File: config.mk
export PLATFORM = sky130hd
export DESIGN_NAME = fmcrb_bank
export DESIGN_NICKNAME = d
export VERILOG_FILES = /design/src/hdl/fmcrb_pkg.sv /design/src/hdl/fmcrb_crc.sv /design/src/hdl/fmcrb_bank.sv
export SDC_FILE = /design/constraint.sdc
export NUM_CORES = 1
export LEC_CHECK = 0
export BUFFER_PORTS_ARGS = -buffer_cell sky130_fd_sc_hd__buf_2
export CAP_MARGIN = 20
export CORE_ASPECT_RATIO = 1.4
export CORE_MARGIN = 1
export CORE_UTILIZATION = 60
export DETAILED_ROUTE_END_ITERATION = 7
export PLACE_DENSITY_LB_ADDON = 0.05
export REMOVE_ABC_BUFFERS = 1
export SLEW_MARGIN = 20
export SYNTH_ARGS = -nofsm -noshare
export SYNTH_HDL_FRONTEND = slang
export SYNTH_HIERARCHICAL = 1
export SYNTH_SLANG_ARGS = --single-unit
File: constraint.sdc
create_clock -name core_clk -period 11.8 [get_ports core_clk]
set_input_delay 1.18 -clock core_clk [delete_from_list [all_inputs] [get_ports core_clk]]
set_output_delay 1.18 -clock core_clk [all_outputs]
set_load 0.02 [all_outputs]
File: src/hdl/fmcrb_pkg.sv
// Package: register map, field positions and reset values of the flash bank
package fmcrb_pkg;

  // Bank base in system space
  localparam logic [31:0] FMCRB_BASE = 32'h4000_0100;

  // Register byte offsets from the base
  localparam logic [7:0] OFS_MODE = 8'h04;
  localparam logic [7:0] OFS_CTRL = 8'h08;
  localparam logic [7:0] OFS_ADDR = 8'h0C;
  localparam logic [7:0] OFS_WDATA = 8'h10;
  localparam logic [7:0] OFS_TIMER = 8'h14;
  localparam logic [7:0] OFS_DIRTY = 8'h18;
  localparam logic [7:0] OFS_TICK = 8'h1C;
  localparam logic [7:0] OFS_CRC = 8'h20;
  localparam logic [7:0] OFS_REMAP = 8'h74;
  localparam logic [7:0] OFS_PROT = 8'h78;
  localparam logic [7:0] OFS_DBGP = 8'h7C;

  // Mode register field positions
  localparam int MODE_BOOT_BIT = 31;
  localparam int MODE_IDLE_BIT = 24;
  localparam int MODE_VERIFY_BIT = 23;
  localparam int MODE_BUS_BIT = 22;
  localparam int MODE_TRIM_ENTRY_BIT = 17;
  localparam int MODE_TRIM_BIT = 16;
  localparam int MODE_FLASH_ENTRY_BIT = 9;
  localparam int MODE_FLASH_BIT = 8;

  // Access key bytes
  localparam logic [7:0] KEY_LO = 8'h5A;
  localparam logic [7:0] KEY_HI = 8'hA5;

  // Reset values
  localparam logic [31:0] RST_MODE = 32'h0100_0000;
  localparam logic [31:0] RST_ZERO = 32'h0000_0000;
  localparam logic [31:0] RST_TIMER = 32'h0000_00BB;
  localparam logic [31:0] RST_DIRTY = 32'h0000_0000;
  localparam logic [31:0] RST_DBGP = 32'h0000_0001;
  localparam logic [31:0] RST_CRC = 32'hFFFF_FFFF;

  // CRC-32 polynomial (reflected) over read data
  localparam logic [31:0] CRC_POLY = 32'hEDB8_8320;

  // Register bus request
  typedef struct packed {
    logic [31:0] addr;
    logic [31:0] wdata;
    logic wr;
    logic rd;
  } fmcrb_req_t;

  // Key detector states
  typedef enum logic [1:0] {
    KEY_IDLE = 2'b00,
    KEY_GOT_LO = 2'b01,
    KEY_GOT_HI = 2'b10
  } fmcrb_key_t;

endpackage : fmcrb_pkg

File: src/hdl/fmcrb_crc.sv
// Module: CRC-32 accumulator over flash read words
`timescale 1ns/1ps
module fmcrb_crc
  import fmcrb_pkg::*;
(
  input wire logic core_clk, // System clock
  input wire logic rstn, // Async reset, active low
  input wire logic clear, // Restart accumulation
  input wire logic data_valid, // Read word present
  input wire logic [31:0] data, // Read word
  output logic [31:0] crc // Running checksum
);

  typedef struct packed {
    logic [31:0] crc;
  } fmcrb_crc_st_t;

  fmcrb_crc_st_t st;
  fmcrb_crc_st_t next_st;

  // Fold one word, bit serial in a loop; one word per cycle
  always_comb
  begin
    logic [31:0] c;
    c = st.crc;
    next_st = st;
    if (data_valid)
    begin
      for (int i = 0; i < 32; i++)
      begin
        c = (c[0] ^ data[i]) ? ((c >> 1) ^ CRC_POLY) : (c >> 1);
      end
      next_st.crc = c;
    end
    if (clear)
    begin
      next_st.crc = RST_CRC;
    end
  end

  // State register
  always_ff @(posedge core_clk or negedge rstn)
  begin
    if (!rstn)
    begin
      st <= '{crc: RST_CRC};
    end
    else
    begin
      st <= next_st;
    end
  end

  assign crc = st.crc;

endmodule : fmcrb_crc

File: src/hdl/fmcrb_bank.sv
// Module: flash controller register bank with mode key detection
//
// Decided for this implementation: the strobed register port.
`timescale 1ns/1ps

module fmcrb_bank
  import fmcrb_pkg::*;
(
  input wire logic core_clk, // System clock, 100 MHz
  input wire logic rstn, // Async reset, active low
  input wire logic [31:0] addr, // Byte address, system space
  input wire logic [31:0] wdata, // Write data
  input wire logic wr, // Write strobe
  input wire logic rd, // Read strobe
  output logic [31:0] rdata, // Read data, cycle after rd
  input wire logic boot_mode, // Boot status from system
  input wire logic rd_valid, // Flash read word valid
  input wire logic [31:0] rd_word, // Flash read word
  output logic [31:0] ctrl_out, // Control register
  output logic [31:0] prog_addr, // Program address
  output logic [31:0] prog_data, // Program write data
  output logic [31:0] timer_out, // Erase/program timer value
  output logic [31:0] page_prot, // Page protection mask
  output logic dbg_port_en, // Debug port enable
  output logic remap_clear, // Boot remap removed
  output logic flash_mode, // Flash mode active
  output logic trim_mode, // Trim mode active
  output logic verify_en, // Verify enable
  output logic bus_mode_en // Bus mode enable
);

  typedef struct packed {
    logic boot;
    logic verify;
    logic bus_mode;
    logic trim_entry;
    logic trim;
    logic flash_entry;
    logic flash;
    fmcrb_key_t key;
    logic [31:0] ctrl;
    logic [31:0] paddr;
    logic [31:0] pdata;
    logic [31:0] timer;
    logic [31:0] dirty;
    logic [31:0] tick;
    logic [31:0] remap;
    logic [31:0] prot;
    logic [31:0] dbgp;
    logic [31:0] rdata;
  } fmcrb_st_t;

  fmcrb_st_t st;
  fmcrb_st_t next_st;
  logic [31:0] crc_val;
  logic boot_s1;
  logic boot_s2;
  logic hit;
  logic [7:0] ofs;
  logic [31:0] mode_view;

  // Boot strap level comes from outside: two-stage synchroniser
  always_ff @(posedge core_clk or negedge rstn)
  begin
    if (!rstn)
    begin
      boot_s1 <= 1'b0;
      boot_s2 <= 1'b0;
    end
    else
    begin
      boot_s1 <= boot_mode;
      boot_s2 <= boot_s1;
    end
  end

  // Checksum of read data lives in its own module
  fmcrb_crc u_crc (
    .core_clk(core_clk),
    .rstn(rstn),
    .clear(1'b0),
    .data_valid(rd_valid),
    .data(rd_word),
    .crc(crc_val)
  );

  // Window decode: only the 256-byte page at the base answers
  assign hit = (addr[31:8] == FMCRB_BASE[31:8]);
  assign ofs = addr[7:0];

  // Mode view: idle while neither flash nor trim mode is active, unused bits zero
  always_comb
  begin
    mode_view = 32'h0000_0000;
    mode_view[MODE_BOOT_BIT] = st.boot;
    mode_view[MODE_IDLE_BIT] = ~(st.flash | st.trim);
    mode_view[MODE_VERIFY_BIT] = st.verify;
    mode_view[MODE_BUS_BIT] = st.bus_mode;
    mode_view[MODE_TRIM_ENTRY_BIT] = st.trim_entry;
    mode_view[MODE_TRIM_BIT] = st.trim;
    mode_view[MODE_FLASH_ENTRY_BIT] = st.flash_entry;
    mode_view[MODE_FLASH_BIT] = st.flash;
  end

  // Next state: writes, key detector, tick counter, read mux
  always_comb
  begin
    next_st = st;
    next_st.boot = boot_s2;
    // Free-running tick; software cannot load it
    next_st.tick = st.tick + 32'h0000_0001;
    next_st.rdata = 32'h0000_0000;
    if (wr && hit)
    begin
      // Any writable register touched marks contents modified
      next_st.dirty = 32'h0000_0001;
      case (ofs)
        OFS_MODE:
        begin
          // Only verify and bus mode are software writable
          next_st.verify = wdata[MODE_VERIFY_BIT];
          next_st.bus_mode = wdata[MODE_BUS_BIT];
          // Key pair: second byte completes, a repeated first byte keeps waiting, anything else restarts
          case (st.key)
            KEY_GOT_LO:
            begin
              if (wdata[7:0] == KEY_HI)
              begin
                next_st.flash_entry = 1'b1;
                next_st.flash = 1'b1;
                next_st.trim_entry = 1'b0;
                next_st.trim = 1'b0;
                next_st.key = KEY_IDLE;
              end
              else if (wdata[7:0] == KEY_LO)
              begin
                next_st.key = KEY_GOT_LO;
              end
              else
              begin
                next_st.key = KEY_IDLE;
              end
            end
            KEY_GOT_HI:
            begin
              if (wdata[7:0] == KEY_LO)
              begin
                next_st.trim_entry = 1'b1;
                next_st.trim = 1'b1;
                next_st.flash_entry = 1'b0;
                next_st.flash = 1'b0;
                next_st.key = KEY_IDLE;
              end
              else if (wdata[7:0] == KEY_HI)
              begin
                next_st.key = KEY_GOT_HI;
              end
              else
              begin
                next_st.key = KEY_IDLE;
              end
            end
            default:
            begin
              // Fresh start; a non-key byte leaves the mode as it is
              if (wdata[7:0] == KEY_LO)
              begin
                next_st.key = KEY_GOT_LO;
              end
              else if (wdata[7:0] == KEY_HI)
              begin
                next_st.key = KEY_GOT_HI;
              end
              else
              begin
                next_st.key = KEY_IDLE;
              end
            end
          endcase
        end
        OFS_CTRL:
        begin
          next_st.ctrl = wdata;
        end
        OFS_ADDR:
        begin
          next_st.paddr = wdata;
        end
        OFS_WDATA:
        begin
          next_st.pdata = wdata;
        end
        OFS_TIMER:
        begin
          next_st.timer = wdata;
        end
        OFS_DIRTY:
        begin
          // Explicit write wins over the modified mark
          next_st.dirty = wdata;
        end
        OFS_REMAP:
        begin
          next_st.remap = wdata;
        end
        OFS_PROT:
        begin
          next_st.prot = wdata;
        end
        OFS_DBGP:
        begin
          next_st.dbgp = wdata;
        end
        default:
        begin
          // Tick, CRC and holes: write dropped
          next_st.dirty = st.dirty;
        end
      endcase
    end
    // Read data registered; unmapped offsets return zero
    if (rd && hit)
    begin
      case (ofs)
        OFS_MODE: next_st.rdata = mode_view;
        OFS_CTRL: next_st.rdata = st.ctrl;
        OFS_ADDR: next_st.rdata = st.paddr;
        OFS_WDATA: next_st.rdata = st.pdata;
        OFS_TIMER: next_st.rdata = st.timer;
        OFS_DIRTY: next_st.rdata = st.dirty;
        OFS_TICK: next_st.rdata = st.tick;
        OFS_CRC: next_st.rdata = crc_val;
        OFS_REMAP: next_st.rdata = st.remap;
        OFS_PROT: next_st.rdata = st.prot;
        OFS_DBGP: next_st.rdata = st.dbgp;
        default: next_st.rdata = 32'h0000_0000;
      endcase
    end
  end

  // State register with documented reset values
  always_ff @(posedge core_clk or negedge rstn)
  begin
    if (!rstn)
    begin
      st.boot <= 1'b0;
      st.verify <= 1'b0;
      st.bus_mode <= 1'b0;
      st.trim_entry <= 1'b0;
      st.trim <= 1'b0;
      st.flash_entry <= 1'b0;
      st.flash <= 1'b0;
      st.key <= KEY_IDLE;
      st.ctrl <= RST_ZERO;
      st.paddr <= RST_ZERO;
      st.pdata <= RST_ZERO;
      st.timer <= RST_TIMER;
      st.dirty <= RST_DIRTY;
      st.tick <= RST_ZERO;
      st.remap <= RST_ZERO;
      st.prot <= RST_ZERO;
      st.dbgp <= RST_DBGP;
      st.rdata <= RST_ZERO;
    end
    else
    begin
      st <= next_st;
    end
  end

  // Outputs straight from state flops
  assign rdata = st.rdata;
  assign ctrl_out = st.ctrl;
  assign prog_addr = st.paddr;
  assign prog_data = st.pdata;
  assign timer_out = st.timer;
  assign page_prot = st.prot;
  assign dbg_port_en = st.dbgp[0];
  assign remap_clear = st.remap[0];
  assign flash_mode = st.flash;
  assign trim_mode = st.trim;
  assign verify_en = st.verify;
  assign bus_mode_en = st.bus_mode;

endmodule : fmcrb_bank

=== Word level (Yosys, flattened, before mapping) ===
Cells that the tools add are included.

* Flip-flop bits (word level): 363
* Memories: 0
* Output and inout port bits: 198
* RAM bits: 0
* Latch bits: 0
* Logic and storage cells: 165
* ROM bits: 0
* Input bits: 102

* Eq/ne operators: 18
* $lt $le $gt $ge: 0
* Reduce and logical (&&, ||, !) cells: 15
* Bitwise logic cells: 66
* $mul: 0
* Add/subtract/negate cells: 1
* Div/mod/pow operators: 0
* Shifts and indexed selects: 0
* Multiplexer cells: 44

{| class="wikitable"
|+ Operator list
! kind !! number
|-
| $mux W32 || 33
|-
| $not A13 Y14 || 32
|-
| $pmux W32 S11 || 1
|-
| $pmux W32 S2 || 1
|-
| $add A32 B1 Y32 const B || 1
|-
| $eq A8 B5 Y1 const B || 4
|-
| $eq A8 B7 Y1 const B || 4
|-
| $xor A1 B1 Y1 || 32
|-
| $eq A24 B23 Y1 const B || 1
|-
| $reduce_and A2 Y1 || 9
|-
| $eq A8 B4 Y1 const B || 2
|-
| $eq A8 B3 Y1 const B || 1
|-
| $eq A8 B6 Y1 const B || 1
|-
| $eq A8 B8 Y1 const B || 1
|-
| $mux W4 || 2
|-
| $pmux W4 S2 || 1
|-
| $reduce_or A8 Y1 || 1
|-
| $mux W2 || 3
|-
| $reduce_and A5 Y1 || 1
|-
| $ne A2 B2 Y1 const B || 2
|-
| $pmux W2 S2 || 1
|-
| $reduce_bool A2 Y1 || 2
|-
| $eq A2 B1 Y1 const B || 1
|-
| $eq A2 B2 Y1 const B || 1
|-
| other kinds (4) || 6
|}

=== Longest topological paths before layout ===
* Depth in word-level cells: 64
* Depth in mapped cells: 10
* Mapped depth without buffers: 10

=== Modules after synthesis ===
Netlist, hierarchy kept.

{| class="wikitable"
|+ Modules (own cells, without submodules)
! module !! times used !! area each (um2) !! cells each !! seq. area each (um2)
|-
| fmcrb_bank || 1 || 16905.0 || 1412 || 8241.7
|-
| fmcrb_crc || 1 || 4100.2 || 384 || 840.8
|}

=== Worst setup path after synthesis ===
OpenSTA, ideal clock, no wires.

* Path type: input -> register
* From: input port rd_word[2]
* To: register u_crc.st (netlist bit u_crc/crc[18])
* Buffers on the path: 0
* Required time: 11.718 ns
* Data arrival time: 4.445 ns
* Library setup time: 0.082 ns
* Slack: 7.273 ns
* Stages on the path: 10
* Cell sequence: xnor2_4 -> xor3_2 -> xnor3_1 -> xor2_1 -> xor3_2 -> xnor2_2 -> xor2_1 -> xnor2_1 -> xnor2_1 -> a211o_1

* Word-level cells in the longest chain between the ends: 44
* Elaborated cells between the ends (all ways): 73
* Those cells by class: 30 x mux; 43 x bitwise

{| class="wikitable"
|+ RTL lines
! what !! RTL line !! source
|-
| start, declared || fmcrb_bank.sv:18 || <nowiki>input wire logic [31:0] rd_word,</nowiki>
|-
| $xor A1 B1 Y1 * || fmcrb_crc.sv:31 || <nowiki>c = (c[0] ^ data[i]) ? ((c >> 1) ^ CRC_POLY) : (c >> 1);</nowiki>
|-
| $mux W32 * (6 in series) || fmcrb_crc.sv:31 ||
|-
| $xor A1 B1 Y1, or another cell as far along || fmcrb_crc.sv:31 ||
|-
| $mux W32 * || fmcrb_crc.sv:31 ||
|-
| $not A13 Y14 (no line) or $mux W32 (tied branches) || -- ||
|-
| $mux W32 * (3 in series) || fmcrb_crc.sv:31 ||
|-
| $not A13 Y14 (no line) or $xor A1 B1 Y1 (tied branches) || -- ||
|-
| $mux W32 * (6 in series) || fmcrb_crc.sv:31 ||
|-
| [14 not listed] || -- ||
|-
| $not A13 Y14 (no line) || -- ||
|-
| $mux W32 * (2 in series) || fmcrb_crc.sv:31 ||
|-
| $not A13 Y14 (no line) || -- ||
|-
| $mux W32 * || fmcrb_crc.sv:31 ||
|-
| $not A13 Y14 (no line) || -- ||
|-
| $mux W32 * || fmcrb_crc.sv:31 ||
|-
| $not A13 Y14 (no line) || -- ||
|-
| $mux W32 * (2 in series) || fmcrb_crc.sv:31 ||
|-
| end signal, assigned || fmcrb_crc.sv:46 || <nowiki>st <= '{crc: RST_CRC};</nowiki>
|-
| end signal, assigned || fmcrb_crc.sv:50 || <nowiki>st <= next_st;</nowiki>
|-
| end, declared || fmcrb_crc.sv:18 || <nowiki>fmcrb_crc_st_t st;</nowiki>
|}

Every way passes the cells marked *; elsewhere a longest branch is shown, timed or not.
A chain may end at the register's enable or synchronous reset.

=== Worst setup path after layout ===
* From: input port rd_word[13]
* To: register u_crc.st (netlist bit u_crc/crc[18])

* Word-level cells in the longest chain between the ends: 29
* Elaborated cells between the ends (all ways): 38
* Those cells by class: 19 x mux; 19 x bitwise

{| class="wikitable"
|+ RTL lines
! what !! RTL line
|-
| $xor A1 B1 Y1 * || fmcrb_crc.sv:31
|-
| $mux W32 * (6 in series) || fmcrb_crc.sv:31
|-
| $xor A1 B1 Y1 || fmcrb_crc.sv:31
|-
| $mux W32 * || fmcrb_crc.sv:31
|-
| $not A13 Y14 (no line) || --
|-
| $mux W32 * (2 in series) || fmcrb_crc.sv:31
|-
| $not A13 Y14 (no line) || --
|-
| $mux W32 * || fmcrb_crc.sv:31
|-
| [5 not listed] || --
|-
| $not A13 Y14 (no line) || --
|-
| $mux W32 * (2 in series) || fmcrb_crc.sv:31
|-
| $not A13 Y14 (no line) || --
|-
| $mux W32 * || fmcrb_crc.sv:31
|-
| $not A13 Y14 (no line) || --
|-
| $mux W32 * || fmcrb_crc.sv:31
|-
| $not A13 Y14 (no line) || --
|-
| $mux W32 * (2 in series) || fmcrb_crc.sv:31
|}

Marked as above.

==> impl_metrics.yaml <==
outcome:
  run_status: "completed"
placement:
  place_congestion: 1.03
  port_buffers: 299
  dp_hpwl_um: 46300
clocking:
  post_cts_buffers: 0
  clk_latency_ns: 0.54
  htreeDepth: 2
  cts_tree: "yes"
  cts_buffer_depth: 3
  numCtsBuffers: 37
  hold_buffers: 0
  root_buffer: "clkbuf_16"
  cts_sinks: 361
  cts.clk_slew.worst_paths_ns: 0.07
  cts-resized-gates: 0
routing:
  vias: 14700
  via_per_inst: 6.26
  drt-initial-drc-count: 1390
  wl_um: 66200
  wl_per_cell_um: 28.1
  dr.pass1.iters: 7
  ant_nets: 0
  drcViolationCount: 0
timing:
  fmax_mhz: 207
  fin_worst_skew_ns: 0.0146
  rsz0062_at_grt: "false"
  final-setup-viol-count: 0
  hold_violations: 0
  min_period_over_period_pct: 41.0
  fin_hold_ws_ns: 0.352
  worst_pin_slew_ns: 1.33
  relSlewSlack_pct: 10.8
  fin_setup_tns_ns: 0
  maxSlewViolCount: 0
  min_period_ns: 4.84
synth:
  ys_types: 77
  ys_seq_area_share_pct: 43.2
  synth_area_um2: 21000
  synthFlopType: "dfrtp_1"
  postSynth.asyncResetShare_pct: 100
  syn_inst: 1796
  synth-edff-count: 0
  synth-seq-cells: 361
  synth_warnings: 6
  avgSynthCellArea_um2: 11.7
floorplan:
  num_rows: 80
  start_util_pct: 61.4
  coreArea_um2: 34200
  boundaryPins: 300
  fp.dieH_um: 223
  die_w_um: 160
  die_area_um2: 35800
layout:
  regArea_um2: 9080
  num_antenna_cells: 0
  syn_to_final_growth_pct: 7.88
  nets: 1979
  drive_gt1_share_pct: 36.6
  num-fill-cells: 2728
  multi_input_area_um2: 9900
global_route:
  grt_max_degree: 94
  grt.overflow.total: 0
  antenna_found_initial: 0
  grt_pass1_wl_um: 97400
  track_usage_pct: 37.1
  grt_pass1_vias: 14900
hold_path:
  hold_path_class: "flip-flop to flip-flop"
  hp-start: "boot_s2$_DFF_PN0_"
worst_setup_path:
  crit_start: "rd_word[13]"
  crit_type: "input port to flip-flop"
  reg2reg_from: "u_crc/crc[13]$_DFFE_PN1P_"
  cp.arrival_ns: 5.31
  critPathCaptureType: "flip-flop"
  cp.required_ns: 12.27
  startpoint_type: "input port"
  cp_max_fo: 5
flow_run:
  drv_cap: 0
-- final timing paths --
| kind | end | slack (ns) | cells after the start |
|---|---|---|---|
| max | u_crc/crc[18]$_DFFE_PN1P_ | 6.96 | 11 |
| min | mode_view[31]$_DFF_PN0_ | 0.35 | 0 |
| max reg2reg | u_crc/crc[18]$_DFFE_PN1P_ | 7.22 | 10 |
| min reg2reg | mode_view[31]$_DFF_PN0_ | 0.35 | 0 |
| max in group asynchronous | st[151]$_DFF_PN0_ | 8.89 | 3 |
| min in group asynchronous | rdata[3]$_DFF_PN0_ | 0.65 | 1 |
-- cell usage after synthesis (42+ instances only) --
| cell | n | area (um2) |
|---|---|---|
| mux2i_1 | 46 | 460 |
| mux2_2 | 106 | 1190 |
| buf_4 | 198 | 1490 |
| nand2_1 | 103 | 387 |
| inv_1 | 42 | 158 |
| clkbuf_1 | 60 | 225 |
| xnor2_1 | 200 | 1750 |
| a22oi_1 | 54 | 405 |
| xor2_1 | 65 | 569 |
| a21oi_1 | 44 | 220 |
| nor2_1 | 56 | 210 |
| mux2_4 | 120 | 1800 |
| dfrtp_1 | 322 | 8060 |
-- per-stage QoR --
stage | setup WS [ns] | instances | utilization, % | instance area, um2
global route | 6.87 | 2354 | 66.2 | 22700
CTS | 7.01 | 2354 | 66.2 | 22700
global placement | 6.45 | 2286 | 62.7 | 21500
floorplan | 3.21 | 1503 | - | 19000
detailed placement | 6.48 | 2286 | 62.7 | 21500
finish | 6.96 | 2354 | 66.2 | 22700
-- registers in the layout (all words and copies together), names as in the netlist --
name	cells
st	128
ctrl_out	32
page_prot	32
prog_addr	32
prog_data	32
rdata	32
timer_out	32
u_crc/crc	32
mode_view	3
boot_s1	1
boot_s2	1
bus_mode_en	1
dbg_port_en	1
remap_clear	1
verify_en	1
-- placed cells by master, fill, tap and decap left out, types with 5 or more instances in the layout --
cell       count
a211o_1        7
a21oi_1       44
a221oi_1       9
a222oi_1      28
a22o_1        22
a22oi_1       54
a31oi_1       26
and3_1         5
and4_1         5
buf_2        298
buf_4         32
clkbuf_1      11
clkbuf_16     39
clkbuf_8       6
clkinv_2       7
dfrtp_1      322
dfstp_2       39
inv_1         42
mux2_2       106
mux2_4       120
mux2i_1       46
nand2_1      103
nand3_1       27
nand4_1        8
nor2_1        55
nor3_1        20
nor4_1         5
o211ai_1       6
o21ai_0       19
o32ai_1        7
xnor2_1      200
xnor2_2        8
xnor3_1       19
xor2_1        65
-- cell type report --
type	count	share of cell area [%]
multi-input combinational	1100	43.7
sequential	361	40.1
timing repair buffer	332	7.76
clock buffer	56	4.85
tap	451	2.49
inverter	42	0.696
clock inverter	12	0.436
-- layer usage --
metal  vias up  routed length (um)  track usage [%]  share of wire (%)
li1       6253                   -                -                  -
met1      7548               25500             47.4                 38
met2       760               32400             60.9                 49
met3       183                4480             4.98                6.8
met4         0                3810             20.9                5.8
met5         -                   0                0                  0
-- critical path, stage by stage --
cell and delay, ns:
buf_2 0.10, xnor2_1 0.64, xnor2_1 0.44, xnor3_1 0.45
xor2_1 0.42, xor3_2 0.67, xnor2_2 0.41, xor2_1 0.38
xnor2_1 0.15, xnor2_1 0.14, a211o_1 0.31
-- logic make-up after synthesis --
family | synth area share [%]
other | 0.0179
muxes | 16.9
and+or+nand+nor | 6.39
xor gates and xnor gates | 14.7
adders and majority gates | 0.179
buffers and inverters | 10.1
AOI/OAI and AO/OA | 8.46
DFF | 43.2
Power is left out: the tool's default activity adds up to more than one toggle a clock period on the data nets, which glitch-free logic cannot reach.
